## config.mk

```make
export PLATFORM = sky130hd
export DESIGN_NAME = wdrd_top
export DESIGN_NICKNAME = d
export VERILOG_FILES = /design/src/core/wdrd_pkg.sv /design/src/core/wdrd_top.sv
export SDC_FILE = /design/constraint.sdc
export NUM_CORES = 1
export LEC_CHECK = 0
export BUFFER_PORTS_ARGS = -buffer_cell sky130_fd_sc_hd__buf_2
export CORE_ASPECT_RATIO = 0.9
export CORE_MARGIN = 8
export CORE_UTILIZATION = 45
export CTS_CLUSTER_SIZE = 24
export DETAILED_ROUTE_END_ITERATION = 10
export PLACE_DENSITY_LB_ADDON = 0.1
export SLEW_MARGIN = 20
export SYNTH_ARGS = -nofsm -noshare
export SYNTH_HDL_FRONTEND = slang
export SYNTH_SLANG_ARGS = --single-unit
```

## constraint.sdc

```tcl
create_clock -name clk -period 3.4 [get_ports clk]
set_clock_uncertainty 0.05 [all_clocks]
set_input_delay 0.34 -clock clk [delete_from_list [all_inputs] [get_ports clk]]
set_output_delay 0.34 -clock clk [all_outputs]
set_load 0.02 [all_outputs]
```

## src/core/wdrd_pkg.sv

```systemverilog
// ****************************************************************
// Watchdog runaway detector constants and types
// ****************************************************************
package wdrd_pkg;

  // ****************************************************************
  // Register bus
  // ****************************************************************
  localparam int unsigned ADR_W = 8;
  localparam int unsigned DAT_W = 32;

  typedef struct packed {
    logic             cyc;
    logic             stb;
    logic             we;
    logic [ADR_W-1:0] adr;
    logic [3:0]       sel;
    logic [DAT_W-1:0] dat;
  } wdrd_wb_req_t;

  localparam logic [ADR_W-1:0] OFS_MODE = 8'h00;
  localparam logic [ADR_W-1:0] OFS_CMD  = 8'h04;
  localparam logic [ADR_W-1:0] OFS_NMI  = 8'h08;
  localparam logic [ADR_W-1:0] OFS_STS  = 8'h0C;
  localparam logic [ADR_W-1:0] OFS_MSK  = 8'h10;

  // ****************************************************************
  // Mode register fields and reset values
  // ****************************************************************
  localparam int unsigned EN_BIT    = 7;
  localparam int unsigned PER_MSB   = 6;
  localparam int unsigned PER_LSB   = 4;
  localparam int unsigned IDLE_BIT  = 2;
  localparam int unsigned REACT_BIT = 1;

  localparam logic       EN_RST    = 1'h1;
  localparam logic [2:0] PER_RST   = 3'h0;
  localparam logic       IDLE_RST  = 1'h0;
  localparam logic       REACT_RST = 1'h1;

  // ****************************************************************
  // Command codes
  // ****************************************************************
  localparam logic [7:0] CMD_DISABLE = 8'hB1;
  localparam logic [7:0] CMD_CLEAR   = 8'h4E;

  // ****************************************************************
  // Counter and internal reset timing
  // ****************************************************************
  localparam int unsigned CNT_W        = 25;
  localparam int unsigned PER_BASE_EXP = 15;
  localparam int unsigned PER_STEP     = 2;
  localparam logic [2:0]  PER_MAX_CODE = 3'h5;
  localparam int unsigned RST_STATES   = 32;
  localparam int unsigned RST_CNT_W    = 6;

  // ****************************************************************
  // Event bits of the status, mask and source flag registers
  // ****************************************************************
  localparam int unsigned EV_W    = 2;
  localparam int unsigned EV_NMI  = 0;
  localparam int unsigned EV_RST  = 1;
  localparam int unsigned NMI_WDT = 0;

  typedef struct packed {
    logic                 ack;
    logic [DAT_W-1:0]     rdat;
    logic                 en_bit;
    logic                 active;
    logic [2:0]           period;
    logic                 idle_run;
    logic                 react;
    logic [CNT_W-1:0]     cnt;
    logic                 out_n;
    logic                 irq_pulse;
    logic                 nmi_flag;
    logic                 rst_act;
    logic [RST_CNT_W-1:0] rst_cnt;
    logic [EV_W-1:0]      sts;
    logic [EV_W-1:0]      msk;
  } wdrd_state_t;

endpackage

```

## src/core/wdrd_top.sv

```systemverilog
// Decided for this implementation: the Wishbone slave port and the address map.
`timescale 1ns/1ns
module wdrd_top #(
  parameter int unsigned PER_BASE_EXP = wdrd_pkg::PER_BASE_EXP
) (
  input  wire logic                  clk,
  input  wire logic                  rst_n,
  input  wire wdrd_pkg::wdrd_wb_req_t wb_req,
  output logic                       wb_ack,
  output logic [wdrd_pkg::DAT_W-1:0] wb_dat_o,
  input  wire logic                  dbg_halt,
  input  wire logic                  idle_mode,
  output logic                       watchdog_irq,
  output logic                       watchdog_out_n,
  output logic                       int_rst_n,
  output logic                       clk_sel_osc,
  output logic                       irq
);
  import wdrd_pkg::*;

  // ****************************************************************
  // Reset image of the state
  // ****************************************************************
  localparam wdrd_state_t ST_RST = '{
    ack:       1'h0,
    rdat:      32'h0,
    en_bit:    EN_RST,
    active:    EN_RST,
    period:    PER_RST,
    idle_run:  IDLE_RST,
    react:     REACT_RST,
    cnt:       25'h0,
    out_n:     1'h1,
    irq_pulse: 1'h0,
    nmi_flag:  1'h0,
    rst_act:   1'h0,
    rst_cnt:   6'h0,
    sts:       2'h0,
    msk:       2'h0
  };

  localparam logic [RST_CNT_W-1:0] RST_LAST = RST_CNT_W'(RST_STATES - 1);

  // ****************************************************************
  // Helpers
  // ****************************************************************
  // Last count before overflow; prohibited codes act as the longest period.
  function automatic logic [CNT_W-1:0] last_count(input logic [2:0] code);
    logic [2:0]     c;
    int unsigned    e;
    logic [63:0]    span;
    c = (code > PER_MAX_CODE) ? PER_MAX_CODE : code;
    e = PER_BASE_EXP + PER_STEP * int'(c);
    span = (64'h1 << e) - 64'h1;
    return span[CNT_W-1:0];
  endfunction

  function automatic logic hit(input logic [ADR_W-1:0] adr,
                               input logic [ADR_W-1:0] ofs);
    return adr == ofs;
  endfunction

  // ****************************************************************
  // State
  // ****************************************************************
  wdrd_state_t st_ff;
  wdrd_state_t nxt_st;

  logic       acc;
  logic       wr;
  logic [7:0] wbyte;
  logic       cnt_run;
  logic       ovf;
  logic       ovf_nmi;
  logic       ovf_rst;

  always_comb begin
    nxt_st = st_ff;
    acc = wb_req.cyc & wb_req.stb & ~st_ff.ack;
    wr = acc & wb_req.we & wb_req.sel[0];
    wbyte = wb_req.dat[7:0];

    // Counting gates: disabled, debug halt, idle without run bit, reset hold.
    cnt_run = st_ff.active & ~dbg_halt & (~idle_mode | st_ff.idle_run)
              & ~st_ff.rst_act;
    ovf = cnt_run & (st_ff.cnt == last_count(st_ff.period));
    ovf_nmi = ovf & ~st_ff.react;
    ovf_rst = ovf & st_ff.react;

    // ****************************************************************
    // Bus handshake and read data
    // ****************************************************************
    nxt_st.ack = acc;
    nxt_st.rdat = '0;
    if (acc & ~wb_req.we) begin
      if (hit(wb_req.adr, OFS_MODE)) begin
        nxt_st.rdat[EN_BIT] = st_ff.en_bit;
        nxt_st.rdat[PER_MSB:PER_LSB] = st_ff.period;
        nxt_st.rdat[IDLE_BIT] = st_ff.idle_run;
        nxt_st.rdat[REACT_BIT] = st_ff.react;
      end else if (hit(wb_req.adr, OFS_NMI)) begin
        nxt_st.rdat[NMI_WDT] = st_ff.nmi_flag;
      end else if (hit(wb_req.adr, OFS_STS)) begin
        nxt_st.rdat[EV_W-1:0] = st_ff.sts;
      end else if (hit(wb_req.adr, OFS_MSK)) begin
        nxt_st.rdat[EV_W-1:0] = st_ff.msk;
      end
    end

    // ****************************************************************
    // Counter
    // ****************************************************************
    if (cnt_run) begin
      nxt_st.cnt = ovf ? '0 : st_ff.cnt + CNT_W'(1);
    end

    // ****************************************************************
    // Register writes
    // ****************************************************************
    if (wr & hit(wb_req.adr, OFS_MODE)) begin
      nxt_st.en_bit = wbyte[EN_BIT];
      nxt_st.period = wbyte[PER_MSB:PER_LSB];
      nxt_st.idle_run = wbyte[IDLE_BIT];
      nxt_st.react = wbyte[REACT_BIT];
      if (wbyte[EN_BIT]) begin
        nxt_st.active = 1'h1;
      end
    end

    if (wr & hit(wb_req.adr, OFS_CMD)) begin
      if (wbyte == CMD_DISABLE && !st_ff.en_bit) begin
        nxt_st.active = 1'h0;
        nxt_st.cnt = '0;
      end else if (wbyte == CMD_CLEAR) begin
        nxt_st.cnt = '0;
        nxt_st.out_n = 1'h1;
      end
    end

    if (wr & hit(wb_req.adr, OFS_NMI) & wbyte[NMI_WDT]) begin
      nxt_st.nmi_flag = 1'h0;
    end
    if (wr & hit(wb_req.adr, OFS_STS)) begin
      nxt_st.sts = st_ff.sts & ~wbyte[EV_W-1:0];
    end
    if (wr & hit(wb_req.adr, OFS_MSK)) begin
      nxt_st.msk = wbyte[EV_W-1:0];
    end

    // ****************************************************************
    // Overflow reactions
    // ****************************************************************
    // Hardware events are applied last so a set beats a same-cycle clear.
    nxt_st.irq_pulse = ovf_nmi;
    if (ovf_nmi) begin
      nxt_st.nmi_flag = 1'h1;
      nxt_st.out_n = 1'h0;
      nxt_st.sts[EV_NMI] = 1'h1;
    end

    if (ovf_rst) begin
      nxt_st.rst_act = 1'h1;
      nxt_st.rst_cnt = '0;
      nxt_st.sts[EV_RST] = 1'h1;
    end

    // ****************************************************************
    // Internal reset hold
    // ****************************************************************
    // The hold reinitialises the mode register fields and the counter as a chip reset would.
    if (st_ff.rst_act) begin
      nxt_st.rst_cnt = st_ff.rst_cnt + RST_CNT_W'(1);
      if (st_ff.rst_cnt == RST_LAST) begin
        nxt_st.rst_act = 1'h0;
      end
      nxt_st.en_bit = EN_RST;
      nxt_st.active = EN_RST;
      nxt_st.period = PER_RST;
      nxt_st.idle_run = IDLE_RST;
      nxt_st.react = REACT_RST;
      nxt_st.cnt = '0;
    end
  end

  always_ff @(posedge clk) begin
    if (!rst_n) begin
      st_ff <= ST_RST;
    end else begin
      st_ff <= nxt_st;
    end
  end

  // ****************************************************************
  // Outputs
  // ****************************************************************
  assign wb_ack         = st_ff.ack;
  assign wb_dat_o       = st_ff.rdat;
  assign watchdog_irq   = st_ff.irq_pulse;
  assign watchdog_out_n = st_ff.out_n;
  assign int_rst_n      = ~st_ff.rst_act;
  assign clk_sel_osc    = st_ff.rst_act;
  assign irq            = |(st_ff.sts & st_ff.msk);

endmodule

```

* After elaboration in Yosys (flattened, before gate mapping) *
Cells that the tools add are included.

operators by class
  $add $sub $neg = 4
  $lt $le $gt $ge = 1
  equal/unequal tests = 9
  shift-type cells = 1
  multiplexer cells = 24
  bitwise gates (word level) = 29
  reduce and logical (&&, ||, !) cells = 15

operator list
  operator                                                                number
  25-bit two-way mux                                                      3
  26-bit two-way mux                                                      2
  25-bit by 1-bit adder with 25-bit output (second input constant)        1
  25-bit equality test                                                    1
  1-bit by 5-bit left shift with 25-bit output (first input constant)     1
  25-bit by 1-bit subtractor with 25-bit output (second input constant)   1
  1-bit AND                                                               17
  8-bit by 4-bit equality test with 1-bit output (second input constant)  2
  1-bit two-way mux                                                       12
  2-bit nonzero test                                                      6
  8-bit by 3-bit equality test with 1-bit output (second input constant)  1
  8-bit by 5-bit equality test with 1-bit output (second input constant)  1
  8-bit by 7-bit equality test with 1-bit output (second input constant)  1
  8-bit equality test (second input constant)                             1
  8-bit zero test                                                         1
  8-bit two-way mux                                                       1
  1-bit NOT                                                               8
  7-bit two-way mux                                                       1
  6-bit by 1-bit adder with 6-bit output (second input constant)          1
  6-bit by 5-bit equality test with 1-bit output (second input constant)  1
  2-bit two-way mux                                                       3
  6-bit two-way mux                                                       1
  3-bit AND reduction                                                     2
  4-bit by 4-bit adder with 5-bit output (first input constant)           1
  other kinds (11)                                                        13

word-level totals
  register bits = 79
  output and inout bits = 38

* Longest topological paths before layout *
  depth in word-level cells = 13
  mapped depth = 7

* Worst setup path after synthesis *
No wires, ideal clock.

  path kind = input port to flip-flop
  start = in idle_mode
  end = reg st_ff[9] (netlist name)
  data arrival time = 2036 ps
  data required time = 3218 ps
  path slack = 1182 ps
  stages = 7
  buffers on the path = 2
  cell sequence = nor2b_1 > or3_1 > clkbuf_1 > or4_4 > nor4_4 > buf_4 > a21oi_1

on the way
  longest elaborated chain between the ends = 7

RTL lines
  item                          line             source
  from (decl)                   wdrd_top.sv:12   input wire logic idle_mode,
  1-bit NOT                     wdrd_top.sv:84   cnt_run = st_ff.active & ~dbg_halt & (~idle_mode | st_ff.idle_run)
  1-bit bitwise OR              wdrd_top.sv:84
  1-bit AND                     wdrd_top.sv:84
  1-bit AND                     wdrd_top.sv:85   & ~st_ff.rst_act;
  1-bit AND                     wdrd_top.sv:86   ovf = cnt_run & (st_ff.cnt == last_count(st_ff.period));
  1-bit AND                     wdrd_top.sv:88   ovf_rst = ovf & st_ff.react;
  2-bit nonzero test (no line)  --
  to (signal assigned)          wdrd_top.sv:189  st_ff <= nxt_st;
  to (decl)                     wdrd_top.sv:66   wdrd_state_t st_ff;

Every way passes these cells.
A chain may end at the register's enable or synchronous reset.

* Worst setup path in the final report *
  start = reg st_ff, in the netlist clk_sel_osc
  end = reg st_ff[6] (netlist name)

on the way
  longest elaborated chain between the ends = 5

RTL lines
  item                          line
  1-bit NOT                     wdrd_top.sv:85
  1-bit AND                     wdrd_top.sv:85
  1-bit AND                     wdrd_top.sv:86
  1-bit AND                     wdrd_top.sv:88
  2-bit nonzero test (no line)  --

Parallel ways exist; a longest one is shown, timed or not.

==> impl_metrics.tcl <==
set metrics [dict create \
    insertedDiodeCount 0 \
    max_slew.worst_pin.slew_ns 0.7939 \
    die_h_um 92.39 \
    cts_max_level 2 \
    crit_path_end_kind "flip-flop" \
    numCtsBuffers 5 \
    routed_wl_um 6205 \
    initial_core_util_pct 45.51 \
    crit_required_ns 3.52 \
    synth_edf_count 0 \
    core_area_sq_mm 0.006411 \
    viasPerCell 5.206 \
    grt_setup_unrepaired "no" \
    status "finished clean" \
    drc 0 \
    cts_tree "yes" \
    yosysWarnings 0 \
    dr_total_vias 2301 \
    final_nets 405 \
    crit_path_start_kind "flip-flop" \
    synth.distinct_cells 55 \
    async_reset_ff_share_pct 0 \
    place_congestion 0.7534 \
    vdd_ir_drop_max_uv 185.6 \
    maxCapViolations 0 \
    clk_latency_ns 0.30 \
    power_leakage_nw 1.243 \
    path_class "flip-flop to flip-flop" \
    arrival_ns 2.44 \
    netlist_area_sq_mm 0.002918 \
    dpl.hpwl_um 4424 \
    ant_nets 0 \
    grt.total_usage_pct 13.54 \
    synth_top_area_share_pct 37.05 \
    min_period_ns 2.326 \
    die_x_um 100.9 \
    syn_area_per_cell_sq_um 8.869 \
    grt_max_degree 26 \
    setup_viol 0 \
    grt_pass1_vias 2234 \
    routedWlPerCell_um 14.04 \
    path_max_fanout 22 \
    hold_buffers 0 \
    drtPass1Iterations 4 \
    clk_pin_slew_ns 0.10 \
    seq_area_frac_synth_pct 37.05 \
    final_layout_size_suffix_gt1_share_pct 17.33 \
    finalCritPeriodShare_pct 68.41 \
    clock-root-buffer "clkbuf_8" \
    grt_pass1_wl_um 10490 \
    yosys_most_used_dff "dfxtp_1" \
    synth_cells 329 \
    cts_buffer_depth 2 \
    ys_ff_latch 54 \
    fmaxAchievable_mhz 429.9 \
    numPortBuffers 36 \
    postCtsSetupRepairBufs 0 \
    cts_resized 0 \
    drt-initial-drc-count 108 \
    min_path_type "input port to flip-flop" \
    hold_viol_final 0 \
    boundaryPins 89 \
    synthToLayoutAreaGrowth_pct 6.861 \
    synthTopCellsByArea "dfxtp_1 (37%), buf_4 (8.7%), xor2_1 (6.3%)" \
    rows 28 \
    numClockSinks 54 \
    power_density_mw_per_mm2 347.1 \
    report.final.slew_viol_count 0 \
    die_area_sq_mm 0.009320 \
    overflow 0 \
    grt_antenna_before_repair 0 \
    synth_area_leader_cell "dfxtp_1" \
    slew_headroom_pct 46.33 \
    fin_util_pct 48.63 \
    finalSetupTns_ns 0 \
]
## routing by layer
| metal | GRT usage [%] | vias up | share of wire (%) |
|---|---|---|---|
| met5 | 0 | - | 0 |
| met4 | 3.019 | 0 | 0.61 |
| met3 | 2.999 | 4 | 5.5 |
| met2 | 21.50 | 49 | 44 |
| met1 | 18.17 | 1074 | 50 |
| li1 | - | 1174 | - |
## cells by family after synthesis
kind of cell / count (synthesis) / share of synthesized area [%]
compound gates: 34 / 9.049
simple gates: 146 / 29.50
buf+inv: 56 / 11.92
mux: 10 / 3.559
other cells: 1 / 0.1285
flops: 54 / 37.05
fa+ha+maj: 3 / 1.287
xor+xnor: 25 / 7.504
## Yosys cell counts (3+ instances only)
library cell	n
inv_1	5
a31oi_1	3
nor4b_1	3
nor2_1	10
dfxtp_1	54
mux2_2	3
nand3_1	15
buf_4	34
nor2b_1	7
and4_1	5
a21oi_1	4
a32o_1	3
xnor2_1	4
nor4_1	4
and2_1	14
nand4_1	17
ha_1	3
nand2b_1	5
mux2i_1	7
xor2_1	21
nand2_1	17
nor3b_1	3
nor3_1	25
a41oi_1	4
and3_1	7
clkbuf_1	14
## registers in the layout, summed over array words and instances (netlist names)
| register | count |
|---|---|
| wb_dat_o | 7 |
| watchdog_out_n | 1 |
| clk_sel_osc | 1 |
| watchdog_irq | 1 |
| wb_ack | 1 |
| st_ff | 43 |
## final cells by class
cell class              count  area (sq um)
clock inverters             2         12.51
fillers                   654          3293
inverters                   5         18.77
flip-flops and latches     54          1081
well taps                  90         112.6
clock buffers               6         82.58
repair buffers             42         225.2
multi-input cells         243          1585
## worst paths after layout
path	startpoint	endpoint	slack [ns]	cells past startpoint
max	clk_sel_osc	st_ff[6]	1.07	5
min	wb_req[2]	st_ff[40]	0.25	3
max reg2reg	clk_sel_osc	st_ff[6]	1.07	5
min reg2reg	watchdog_out_n	watchdog_out_n	0.44	2
## report_power, final
part / internal [mW] / leakage (nW) / total, mW / switching (mW)
combinational: 0.0206 / 0.760 / 0.0754 / 0.0548
sequential: 0.635 / 0.435 / 0.637 / 0.00255
clock: 0.164 / 0.0472 / 0.370 / 0.206
total: 0.819 / 1.24 / 1.08 / 0.263
## cell usage in the layout (no fill, tap or decap), types with 3 or more instances in the layout
cell and n:
and4_1 5, and3_1 7, nor4_1 4, a41oi_1 4, nand4_1 17, nor2b_1 7, clkbuf_8 6, ha_1 3
dfxtp_1 54, mux2i_1 7, mux2_2 3, nand2_1 17, nor2_1 10, nor3b_1 3, nand2b_1 5, buf_4 6
xnor2_1 4, a21oi_1 4, nor3_1 25, a32o_1 3, a31oi_1 3, buf_2 36, conb_1 25, inv_1 5
nand3_1 15, xor2_1 21, and2_1 14
## worst max-delay path: stages, from the launching register on
cell and delay (ns):
dfxtp_1 0.46, or3_1 0.52, or4_4 0.46, nor4_4 0.24, buf_4 0.31, a41oi_1 0.15
## stage by stage
step,power [mW],cells,worst slack (ns),instance area (sq um),hold slack [ns]
after floorplan,0.7235,353,1.182,3008,0.3936
after global placement,0.7259,434,0.9937,3023,0.4266
after detailed placement,0.7262,434,0.9987,3023,0.4328
after CTS,1.098,442,1.081,3118,0.2398
after global routing,1.127,442,0.9491,3118,0.2574
final,1.082,442,1.074,3118,0.2487
No activity file was read; power rests on OpenSTA's default activity.
